[config.mk]
export PLATFORM = sky130hd
export DESIGN_NAME = pmfc_codec
export DESIGN_NICKNAME = d
export VERILOG_FILES = /design/src/hw/pmfc_timer.v /design/src/hw/pmfc_codec.v
export VERILOG_INCLUDE_DIRS = /design/src /design/src/hw
export SDC_FILE = /design/constraint.sdc
export NUM_CORES = 1
export LEC_CHECK = 0
export BUFFER_PORTS_ARGS = -buffer_cell sky130_fd_sc_hd__buf_2
export CAP_MARGIN = 30
export CORE_UTILIZATION = 40
export CTS_BUF_LIST = sky130_fd_sc_hd__clkbuf_4 sky130_fd_sc_hd__clkbuf_8 sky130_fd_sc_hd__clkbuf_16
export CTS_CLUSTER_DIAMETER = 150
export DETAILED_ROUTE_END_ITERATION = 7
export PLACE_DENSITY_LB_ADDON = 0.08
export SLEW_MARGIN = 0
export SYNTH_ARGS = -nofsm -noshare
export SYNTH_HDL_FRONTEND = slang
export SYNTH_SLANG_ARGS = --single-unit
[constraint.sdc]
create_clock -name mclk -period 2.7 [get_ports mclk]
set_input_delay 0.54 -clock mclk [delete_from_list [all_inputs] [get_ports mclk]]
set_output_delay 0.54 -clock mclk [all_outputs]
set_load 0.02 [all_outputs]
[src/hw/pmfc_regs.vh]
// Constants of the message field codec: field values, codings, unit selects
// Assumes inclusion by bare name from the codec design files
`ifndef PMFC_REGS_VH
`define PMFC_REGS_VH
`define PMFC_STATION_LOCAL   8'hFF
`define PMFC_SUB_BITREAD     8'h00
`define PMFC_ASC_ON          8'h31
`define PMFC_ASC_OFF         8'h30
`define PMFC_ASC_ZERO        8'h30
`define PMFC_ASC_A_MINUS10   8'h37
`define PMFC_ASC_LC_A        8'h61
`define PMFC_ASC_LC_F        8'h66
`define PMFC_ASC_UC_A        8'h41
`define PMFC_ASC_UC_F        8'h46
`define PMFC_ASC_NINE        8'h39
`define PMFC_CASE_SHIFT      8'h20
`define PMFC_UNIT_BIT        2'h0
`define PMFC_UNIT_BITWORD    2'h1
`define PMFC_UNIT_WORD       2'h2
`define PMFC_COMPLETE_OK     8'h00
`define PMFC_COMPLETE_MIN    8'h50
`define PMFC_COMPLETE_MAX    8'h60
`define PMFC_COMPLETE_DETAIL 8'h5B
`define PMFC_DETAIL_MIN      8'h10
`define PMFC_DETAIL_MAX      8'h18
`define PMFC_TIMER_STEP_MS   250
`define PMFC_CLK_MHZ         50
// One 250 ms step at 50 MHz, sized to the prescaler so nothing is cut
`define PMFC_STEP_CYCLES     24'd12500000
`define PMFC_STEP_W          24
`endif

[src/hw/pmfc_timer.v]
// Monitoring timer: counts the wait for the controller in 250 ms steps
// Assumes start and done come from logic on mclk
`default_nettype none
`include "pmfc_regs.vh"
module pmfc_timer #(
  parameter [`PMFC_STEP_W-1:0] STEP_CYCLES = `PMFC_STEP_CYCLES
) (
  input  wire        mclk,
  input  wire        srst,
  input  wire        start,
  input  wire [15:0] steps,
  input  wire        done,
  output wire        busy,
  output wire        expired
);
  reg                    run_r;
  reg                    inf_r;
  reg [15:0]             left_r;
  reg [`PMFC_STEP_W-1:0] pre_r;
  reg                    exp_r;
  assign busy    = run_r;
  assign expired = exp_r;
  always @(posedge mclk) begin
    if (srst) begin
      run_r  <= 1'b0;
      inf_r  <= 1'b0;
      left_r <= 16'h0000;
      pre_r  <= {`PMFC_STEP_W{1'b0}};
      exp_r  <= 1'b0;
    end else begin
      exp_r <= 1'b0;
      if (start) begin
        run_r  <= 1'b1;
        inf_r  <= (steps == 16'h0000);
        left_r <= steps;
        pre_r  <= STEP_CYCLES - 1'b1;
      end else if (run_r) begin
        if (done) begin
          run_r <= 1'b0;
        end else if (!inf_r) begin
          if (pre_r != {`PMFC_STEP_W{1'b0}}) begin
            pre_r <= pre_r - 1'b1;
          end else if (left_r == 16'h0001) begin
            run_r <= 1'b0;
            exp_r <= 1'b1;
          end else begin
            left_r <= left_r - 16'h0001;
            pre_r  <= STEP_CYCLES - 1'b1;
          end
        end
      end
    end
  end
endmodule // pmfc_timer
`default_nettype wire

[src/hw/pmfc_codec.v]
// Message field codec: character-area encode for responses, decode for commands
// Assumes all inputs come from logic on mclk; one symbol per handshake
// Operation
// - Target station field fixed at FFH
// - Bit-unit batch read subheader is 00H
// - Timer in 250 ms steps, low byte first
// - Read data in response, write data in command
// - Bit devices by point or 16-point word
// - ASCII bit point: 31H on, 30H off
// - ASCII bit word: four hex chars, MSB first
// - ASCII word device: hex chars, MSB first
// - Hex letters are upper case only
// - Non-integer word content returned raw
// - Binary bit point: one nibble, left first
// - Binary bit word: low byte, then high
// - Binary word device: low byte, then high
// - Binary LSB first, ASCII MSB first
// - Timer zero waits forever, else steps
// - Completion 00H ok, 50H-60H, 5BH detail
`default_nettype none
`include "pmfc_regs.vh"
module pmfc_codec #(
  parameter [`PMFC_STEP_W-1:0] STEP_CYCLES = `PMFC_STEP_CYCLES
) (
  input  wire        mclk,
  input  wire        srst,
  input  wire        ascii_mode,
  input  wire [1:0]  unit_sel,
  // Encode: device data to character-area symbols (response)
  input  wire        enc_valid,
  input  wire [15:0] enc_data,
  input  wire        enc_last,
  output wire        enc_ready,
  output wire        sym_valid,
  output wire [7:0]  sym_data,
  input  wire        sym_ready,
  // Decode: character-area symbols to device data (command)
  input  wire        rx_valid,
  input  wire [7:0]  rx_data,
  input  wire        rx_last,
  output wire        rx_ready,
  output wire        dec_valid,
  output wire [15:0] dec_data,
  output wire        dec_err,
  // Header field checks and timer
  input  wire [7:0]  hdr_sub,
  input  wire [7:0]  hdr_station,
  input  wire [7:0]  hdr_timer_lo,
  input  wire [7:0]  hdr_timer_hi,
  output wire        hdr_station_ok,
  output wire        hdr_is_bitread,
  input  wire        req_start,
  input  wire        plc_done,
  input  wire [7:0]  plc_complete,
  input  wire [7:0]  plc_detail,
  output wire        wait_busy,
  output wire [7:0]  resp_complete,
  output wire [7:0]  resp_detail,
  output wire        resp_has_detail
);
  localparam [1:0] ST_IDLE = 2'h0;
  localparam [1:0] ST_SEND = 2'h1;
  localparam [1:0] ST_LOAD = 2'h2;

  function [7:0] hex_chr;
    input [3:0] n;
    begin
      if (n < 4'hA) hex_chr = `PMFC_ASC_ZERO + {4'h0, n};
      else hex_chr = `PMFC_ASC_A_MINUS10 + {4'h0, n};
    end
  endfunction

  function [4:0] chr_hex; // bit 4 flags an illegal character
    input [7:0] c;
    begin
      if (c >= `PMFC_ASC_ZERO && c <= `PMFC_ASC_NINE) chr_hex = {1'b0, c[3:0]};
      else if (c >= `PMFC_ASC_UC_A && c <= `PMFC_ASC_UC_F) chr_hex = {1'b0, c[3:0] + 4'h9};
      else chr_hex = 5'h10;
    end
  endfunction

  wire tmo;
  pmfc_timer #(.STEP_CYCLES(STEP_CYCLES)) u_timer (
    .mclk    (mclk),
    .srst    (srst),
    .start   (req_start),
    .steps   ({hdr_timer_hi, hdr_timer_lo}),
    .done    (plc_done),
    .busy    (wait_busy),
    .expired (tmo)
  );

  assign hdr_station_ok = (hdr_station == `PMFC_STATION_LOCAL);
  assign hdr_is_bitread = (hdr_sub == `PMFC_SUB_BITREAD);

  reg [7:0] comp_r;
  reg [7:0] det_r;
  reg       hasdet_r;
  always @(posedge mclk) begin
    if (srst) begin
      comp_r   <= `PMFC_COMPLETE_OK;
      det_r    <= 8'h00;
      hasdet_r <= 1'b0;
    end else if (plc_done && wait_busy) begin
      if (plc_complete == `PMFC_COMPLETE_OK ||
          (plc_complete >= `PMFC_COMPLETE_MIN && plc_complete <= `PMFC_COMPLETE_MAX)) begin
        comp_r   <= plc_complete;
        hasdet_r <= (plc_complete == `PMFC_COMPLETE_DETAIL);
      end else begin
        // Unknown codes become 5BH, so a detail byte must follow as well
        comp_r   <= `PMFC_COMPLETE_DETAIL;
        hasdet_r <= 1'b1;
      end
      det_r    <= (plc_detail >= `PMFC_DETAIL_MIN && plc_detail <= `PMFC_DETAIL_MAX) ?
                  plc_detail : `PMFC_DETAIL_MIN;
    end else if (tmo) begin
      comp_r   <= `PMFC_COMPLETE_DETAIL;
      det_r    <= `PMFC_DETAIL_MIN;
      hasdet_r <= 1'b1;
    end
  end
  assign resp_complete   = comp_r;
  assign resp_detail     = det_r;
  assign resp_has_detail = hasdet_r;

  // Encoder: a loaded item becomes 1, 2 or 4 symbols, binary bit points two to a symbol; data never reinterpreted
  reg [1:0]  est_r;
  reg [15:0] ebuf_r;
  reg [1:0]  ecnt_r;
  reg [1:0]  eidx_r;
  reg        nib_hold_r;
  reg [3:0]  nib_r;
  reg [7:0]  eout_r;
  reg        epad_r;
  reg [1:0]  e_len;
  reg [7:0]  e_sym;
  always @* begin
    e_len = 2'h0;
    e_sym = 8'h00;
    case (unit_sel)
      `PMFC_UNIT_BIT: begin
        e_len = 2'h0;
        if (ascii_mode) e_sym = ebuf_r[0] ? `PMFC_ASC_ON : `PMFC_ASC_OFF;
        else e_sym = {nib_r, 3'h0, ebuf_r[0]};
      end
      default: begin
        if (ascii_mode) begin
          e_len = 2'h3;
          e_sym = hex_chr(ebuf_r[15 - {eidx_r, 2'h0} -: 4]);
        end else begin
          e_len = 2'h1;
          e_sym = eidx_r[0] ? ebuf_r[15:8] : ebuf_r[7:0];
        end
      end
    endcase
  end
  wire bin_pt = !ascii_mode && (unit_sel == `PMFC_UNIT_BIT);
  assign enc_ready = (est_r == ST_IDLE) && !epad_r;
  assign sym_valid = (est_r == ST_SEND);
  assign sym_data  = eout_r;
  always @(posedge mclk) begin
    if (srst) begin
      est_r      <= ST_IDLE;
      ebuf_r     <= 16'h0000;
      ecnt_r     <= 2'h0;
      eidx_r     <= 2'h0;
      nib_hold_r <= 1'b0;
      nib_r      <= 4'h0;
      eout_r     <= 8'h00;
      epad_r     <= 1'b0;
    end else begin
      case (est_r)
        ST_IDLE: begin
          if (epad_r) begin
            eout_r <= {nib_r, 4'h0};
            ecnt_r <= 2'h0;
            epad_r <= 1'b0;
            nib_hold_r <= 1'b0;
            est_r  <= ST_SEND;
          end else if (enc_valid) begin
            ebuf_r <= enc_data;
            eidx_r <= 2'h0;
            if (bin_pt && !nib_hold_r) begin
              nib_r      <= {3'h0, enc_data[0]};
              nib_hold_r <= 1'b1;
              epad_r     <= enc_last;
            end else begin
              // Symbol count is loaded once per item, not per symbol
              nib_hold_r <= 1'b0;
              ecnt_r     <= e_len;
              est_r      <= ST_LOAD;
            end
          end
        end
        ST_LOAD: begin
          eout_r <= e_sym;
          est_r  <= ST_SEND;
        end
        ST_SEND: begin
          if (sym_ready) begin
            if (ecnt_r == 2'h0) begin
              est_r <= ST_IDLE;
            end else begin
              ecnt_r <= ecnt_r - 2'h1;
              eidx_r <= eidx_r + 2'h1;
              est_r  <= ST_LOAD;
            end
          end
        end
        default: est_r <= ST_IDLE;
      endcase
    end
  end

  // Decoder: gathers symbols into one item per point or word
  reg [15:0] dacc_r;
  reg [1:0]  dcnt_r;
  reg [15:0] dout_r;
  reg        dval_r;
  reg        derr_r;
  reg [4:0]  dh;
  reg [15:0] dacc_nxt;
  reg [1:0]  dcnt_nxt;
  reg        dfin;
  reg        derr_nxt;
  reg        dpair;
  always @* begin
    dh       = chr_hex(rx_data);
    dacc_nxt = dacc_r;
    dcnt_nxt = dcnt_r + 2'h1;
    dfin     = 1'b0;
    derr_nxt = 1'b0;
    dpair    = 1'b0;
    if (unit_sel == `PMFC_UNIT_BIT) begin
      dcnt_nxt = 2'h0;
      dfin     = 1'b1;
      if (ascii_mode) begin
        dacc_nxt = {15'h0000, rx_data == `PMFC_ASC_ON};
        derr_nxt = (rx_data != `PMFC_ASC_ON) && (rx_data != `PMFC_ASC_OFF);
      end else begin
        dacc_nxt = {15'h0000, rx_data[4]};
        dpair    = !rx_last;
      end
    end else if (ascii_mode) begin
      dacc_nxt = {dacc_r[11:0], dh[3:0]};
      derr_nxt = dh[4];
      dfin     = (dcnt_r == 2'h3);
    end else begin
      dacc_nxt = dcnt_r[0] ? {rx_data, dacc_r[7:0]} : {8'h00, rx_data};
      dfin     = dcnt_r[0];
    end
    if (dfin) dcnt_nxt = 2'h0;
  end
  reg       dsec_r;
  reg [7:0] dbyte_r;
  assign rx_ready  = !dsec_r;
  assign dec_valid = dval_r;
  assign dec_data  = dout_r;
  assign dec_err   = derr_r;
  always @(posedge mclk) begin
    if (srst) begin
      dacc_r  <= 16'h0000;
      dcnt_r  <= 2'h0;
      dout_r  <= 16'h0000;
      dval_r  <= 1'b0;
      derr_r  <= 1'b0;
      dsec_r  <= 1'b0;
      dbyte_r <= 8'h00;
    end else begin
      dval_r <= 1'b0;
      derr_r <= 1'b0;
      if (dsec_r) begin
        dout_r <= {15'h0000, dbyte_r[0]};
        dval_r <= 1'b1;
        dsec_r <= 1'b0;
      end else if (rx_valid) begin
        dacc_r <= dacc_nxt;
        dcnt_r <= dcnt_nxt;
        derr_r <= derr_nxt;
        if (dfin) begin
          dout_r <= dacc_nxt;
          dval_r <= 1'b1;
        end
        if (dpair) begin
          dsec_r  <= 1'b1;
          dbyte_r <= rx_data;
        end
      end
    end
  end
endmodule // pmfc_codec
`default_nettype wire

Word level (Yosys, flattened, before mapping) --
Cells that the tools add are included.
Word-level totals: register bits 127, bits of input ports 84, output and inout bits 49, logic and storage cells 202
Cells by class: add/subtract/negate cells 9, magnitude comparators 9, equal/unequal tests 22, shift-type cells 1, mux-type cells 83, bitwise operators 6, reductions and logical operators 47
Operators by type and width (count):
- $mux W16 | 9
- $mux W24 | 6
- $mux W8 | 10
- $mux W2 | 18
- $shiftx A19 B33 Y4 | 1
- $mux W1 | 32
- $reduce_bool A24 Y1 | 1
- $sub A24 B1 Y24 const B | 1
- $eq A16 B1 Y1 const B | 1
- $ge A8 B7 Y1 const B | 2
- $le A8 B7 Y1 const B | 2
- $logic_not A16 Y1 | 1
- $logic_not A8 Y1 | 2
- $ne A2 B2 Y1 const B | 8
- $ne A8 B6 Y1 const B | 2
- $pmux W8 S2 | 1
- $sub A16 B1 Y16 const B | 1
- $reduce_and A5 Y1 | 3
- $add A6 B4 Y7 const A | 2
- $reduce_bool A2 Y1 | 7
- $reduce_and A4 Y1 | 3
- $mux W5 | 2
- $reduce_and A2 Y1 | 5
- $logic_and A1 B1 Y1 | 9
- 29 further kinds | 48

Depth between registers and ports, before layout --
word-level depth 9, gate-level depth with buffers 9, gate-level depth less buffers 8

By module --
A second synthesis with hierarchy kept.
Unflattened totals: cells, all modules 787, area total of the unflattened synthesis 6545.0 µm²
By module, submodules not included:
- pmfc_codec | times used 1, cells each 511, area each 4164.0 µm², seq. area each 1681.6 µm²
- pmfc_timer | times used 1, cells each 276, area each 2381.0 µm², seq. area each 860.8 µm²

Worst setup path before layout --
No wires, ideal clock.
kind register to register, from register u_timer.pre_r[0], to register u_timer.pre_r[18], arrival 2.199 ns, required time 2.626 ns, path slack 0.427 ns, stages on the path, launching flop included 9, path buffers 1, period minus slack after synthesis 2.273 ns, cells stage by stage dfxtp_1 inv_1 ha_1 nor3b_1 nand3_1 or4_1 buf_2 or4_1 a31oi_1
Between the ends: cells in the longest elaborated chain, start to end 6
RTL lines:
- from (decl) | RTL line pmfc_timer.v:19 | reg [`PMFC_STEP_W-1:0] pre_r;
- from (signal assigned) | RTL line pmfc_timer.v:28 | pre_r <= {`PMFC_STEP_W{1'b0}};
- from (signal assigned) | RTL line pmfc_timer.v:36 | pre_r <= STEP_CYCLES - 1'b1;
- from (signal assigned) | RTL line pmfc_timer.v:42 | pre_r <= pre_r - 1'b1;
- $sub A24 B1 Y24 / $reduce_bool A24 Y1 (equally long branches) | RTL line pmfc_timer.v:42, pmfc_timer.v:41
- $mux W24 | RTL line pmfc_timer.v:41 | if (pre_r != {`PMFC_STEP_W{1'b0}}) begin
- $mux W24 | RTL line pmfc_timer.v:40 | end else if (!inf_r) begin
- $mux W24 | RTL line pmfc_timer.v:38 | if (done) begin
- $mux W24 | RTL line pmfc_timer.v:37 | end else if (run_r) begin
- $mux W24 | RTL line pmfc_timer.v:32 | if (start) begin
Parallel ways exist; a longest one is shown, timed or not. The select of a mux whose other input is x is not followed. A chain may end at the register's enable or synchronous reset.

Worst setup path in the final report --
from register u_timer.pre_r[0], to register u_timer.pre_r[20]
The elaborated chain is that of the path after synthesis.

==> impl_metrics.csv <==
group,metric,value,unit
pwr,p_per_area,635,nW/um^2
finish,layout_commonest_cell,"buf_2",
setup_path,r2r_slack,310,ps
placed_design,gp_congestion,0.882,
timing,fin_tns_setup,0,ps
synthesis,synth_area_leaders,"dfxtp_1 38%, nor2_1 5.5%, a21oi_1 5.4%",
drt,drc,0,
worst_hold_path,min_to,"dsec_r$_SDFF_PP0_",
synthesis,synth.net_count,932,
drt,drt_iter0_drc,446,
finish,syn2layout_area_growth,22.8,%
global_route,grt_pass1_vias,6517,
worst_hold_path,hold_class,"input port to flip-flop",
die,fp.dieW,132,um
global_route,antenna_found_initial,0,
global_route,grt_pass1_wl,31.9,mm
outcome,status,"finished, final reports clean",
synthesis,synth.cell_area,6710,um^2
synthesis,synthArstFlopShare,0,
timing,worst_slew_pin_slew,1040,ps
drt,num_vias,6783,
setup_path,critPathLaunch,"u_timer.pre_r[0]$_SDFFE_PP0P_",
synthesis,synth_top_area_share,0.379,
setup_path,critPathKind,"flip-flop to flip-flop",
worst_hold_path,worstHoldPathCells,2,
timing,max_freq,0.418,GHz
setup_path,cpPeakStageDelay,560,ps
clocking,cts_buffers,17,
die,die_y,132,um
drt,postRouteAntennaNets,0,
placed_design,dp_hpwl,13.6,mm
setup_path,r2r-end,"u_timer.pre_r[20]$_SDFFE_PP0P_",
timing,fin_crit_sh,0.885,
placed_design,placedCellCount,1153,
timing,hold_viol_final,0,
clocking,cts_tree,"done",
setup_path,crit_top_cell,"or4_1",
setup_path,critPathSlowestCell,"or4_1",
synthesis,synth_area_per_cell,8.01,um^2
finish,final_cell_count_no_fill,1184,
global_route,grt_max_degree,45,
clocking,cts.sinks,127,
synthesis,yosysWarnings,0,
finish,nets,1050,
die,start_util,0.416,
drt,firstDrtPassIters,5,
timing,skew,10.3,ps
setup_path,critPathArrivalTime,2720,ps
timing,drv_slew,0,
timing,maxSlewHeadroom,0.302,
clocking,clk_latency,420,ps
pwr,ir_drop,0.479,mV
die,ios,133,
clocking,clk_pin_slew_worst_paths,50,ps
clocking,cts_setup_buffers,0,
setup_path,path_max_fanout,8,
finish,seqCellArea,2540,um^2
setup_path,endpoint_kind,"flip-flop",
finish,multi_input_area,3850,um^2
drt,postRouteWirelength,19.1,mm
die,core_region_area,16100,um^2
synthesis,synthFlopType,"dfxtp_1",
finish,drive_above_1_share,0.220,
finish,final_cell_mix,"131 x buf_2, 127 x dfxtp_1, 98 x nor2_1",
timing,layout_min_cycle_time,2390,ps
setup_path,crit-reg2reg-launch,"u_timer.pre_r[0]$_SDFFE_PP0P_",
pwr,power,5.23,mW
global_route,grt.total_usage,0.225,
setup_path,cp-start-kind,"flip-flop",
setup_path,worst_ep_required_time,3030,ps
finish,fill_cells,1587,
synthesis,ys_seq_area_frac,0.379,
clocking,ctsRootBufferMaster,"clkbuf_16",
die,placementRows,46,
clocking,cts_hold_buf,0,
setup_path,reg2reg_depth,7,
setup_path,cp_cell_sequence,"inv_1 -> ha_1 -> nor3b_1 -> nand3_1 -> or4_1 -> or4_1 -> a31oi_1",
clocking,cts_buffer_depth,2,
synthesis,ys_ff_latch,127,
synthesis,synth_cells,838,
finish,antenna_cells,0,
pwr,p_leak,3.25,nW
worst_hold_path,hold_path.startpoint,"rx_last",
synthesis,synth.distinct_cells,73,
drt,wire_per_inst,16.1,um
synthesis,synth_largest_area_cell,"dfxtp_1",
clocking,postCtsResizedCells,0,
global_route,grt_remaining_overflow,0,
drt,avgViaCountPerCell,5.73,
timing,finalSetupViolCount,0,
clocking,cts_max_level,4,
timing,rsz0062_at_grt,"no",
placed_design,port_buffers,132,
die,fp.dieArea,17300,um^2
flow_run,maxCapViolCount,0,
synthesis,synth_edf_count,0,
cell families (layout without fill, tap and decap cells):
| family | after synthesis | after routing | synth area share |
|---|---|---|---|
| DFF | 127 | 127 | 0.379 |
| AOI/OAI and AO/OA | 198 | 198 | 0.196 |
| and+or+nand+nor | 383 | 383 | 0.296 |
| muxes | 30 | 30 | 0.0539 |
| adders and majority gates | 11 | 11 | 0.0201 |
| buffers and inverters | 83 | 213 | 0.0479 |
| xor gates and xnor gates | 6 | 6 | 0.00783 |
cell type report:
cell class                 count  share of cell area
clock buffer                  21              0.0576
inverter                      26              0.0118
multi-input combinational    628               0.467
clock inverter                10              0.0194
sequential                   127               0.309
timing repair buffer         156               0.102
tap                          216              0.0328
metrics by stage:
step                      setup WS, ps  area [um^2]  hold slack (ps)  utilization
after global placement             223         7600              439        0.472
after CTS                          326         8240              292        0.511
after floorplan                    427         6710              436            -
final                              309         8240              313        0.511
after global routing               128         8240              297        0.511
after detailed placement           145         7600              444        0.472
critical path: cells and delay by family (launching register included):
kind,cells,cell delay [ps]
flip-flops,1,370
adder cells (fa/ha/maj),1,180
AND/OR/NAND/NOR,4,1480
buffers and inverters,1,100
AO/OA/AOI/OAI,1,180
worst max-delay path by stage:
stage	to	slack, ps	cells past startpoint
finish	u_timer.pre_r[20]$_SDFFE_PP0P_	310	7
global route	u_timer.left_r[8]$_SDFFE_PP0P_	130	7
CTS	u_timer.pre_r[20]$_SDFFE_PP0P_	330	7
detailed placement	dacc_r[2]$_SDFFE_PP0P_	140	8
global placement	dacc_r[2]$_SDFFE_PP0P_	220	8
floorplan	u_timer.pre_r[18]$_SDFFE_PP0P_	430	8
power by group:
group	leakage, nW	internal, mW	switching, mW
Sequential	1.04	1.97	0.0928
Clock	0.301	1.62	0.847
Combinational	1.91	0.282	0.418
Total	3.25	3.87	1.36
registers in the layout (all words and copies together) (netlist names), 8 cells and up:
register,count
u_timer.pre_r,24
dec_data,16
ebuf_r,16
u_timer.left_r,16
dacc_r,12
resp_complete,8
resp_detail,8
sym_data,8
per-layer routing:
layer,vias up,part of all wire,track usage
met2,219,0.49,0.386
met4,0,0.016,0.0691
met5,-,0,0
met1,3223,0.44,0.277
li1,3317,-,-
met3,24,0.052,0.0552
synthesized netlist by cell type (all sizes together), types with 12 or more instances:
| master | number |
|---|---|
| nor2 | 98 |
| a211oi | 16 |
| clkbuf | 45 |
| or4 | 14 |
| a22oi | 15 |
| inv | 26 |
| nand4 | 15 |
| buf | 12 |
| nand2 | 83 |
| nor4 | 19 |
| o21ai | 17 |
| dfxtp | 127 |
| nand3 | 26 |
| nor3 | 46 |
| mux2i | 17 |
| or3 | 16 |
| a21oi | 72 |
Power figures use the tool's default switching activity.
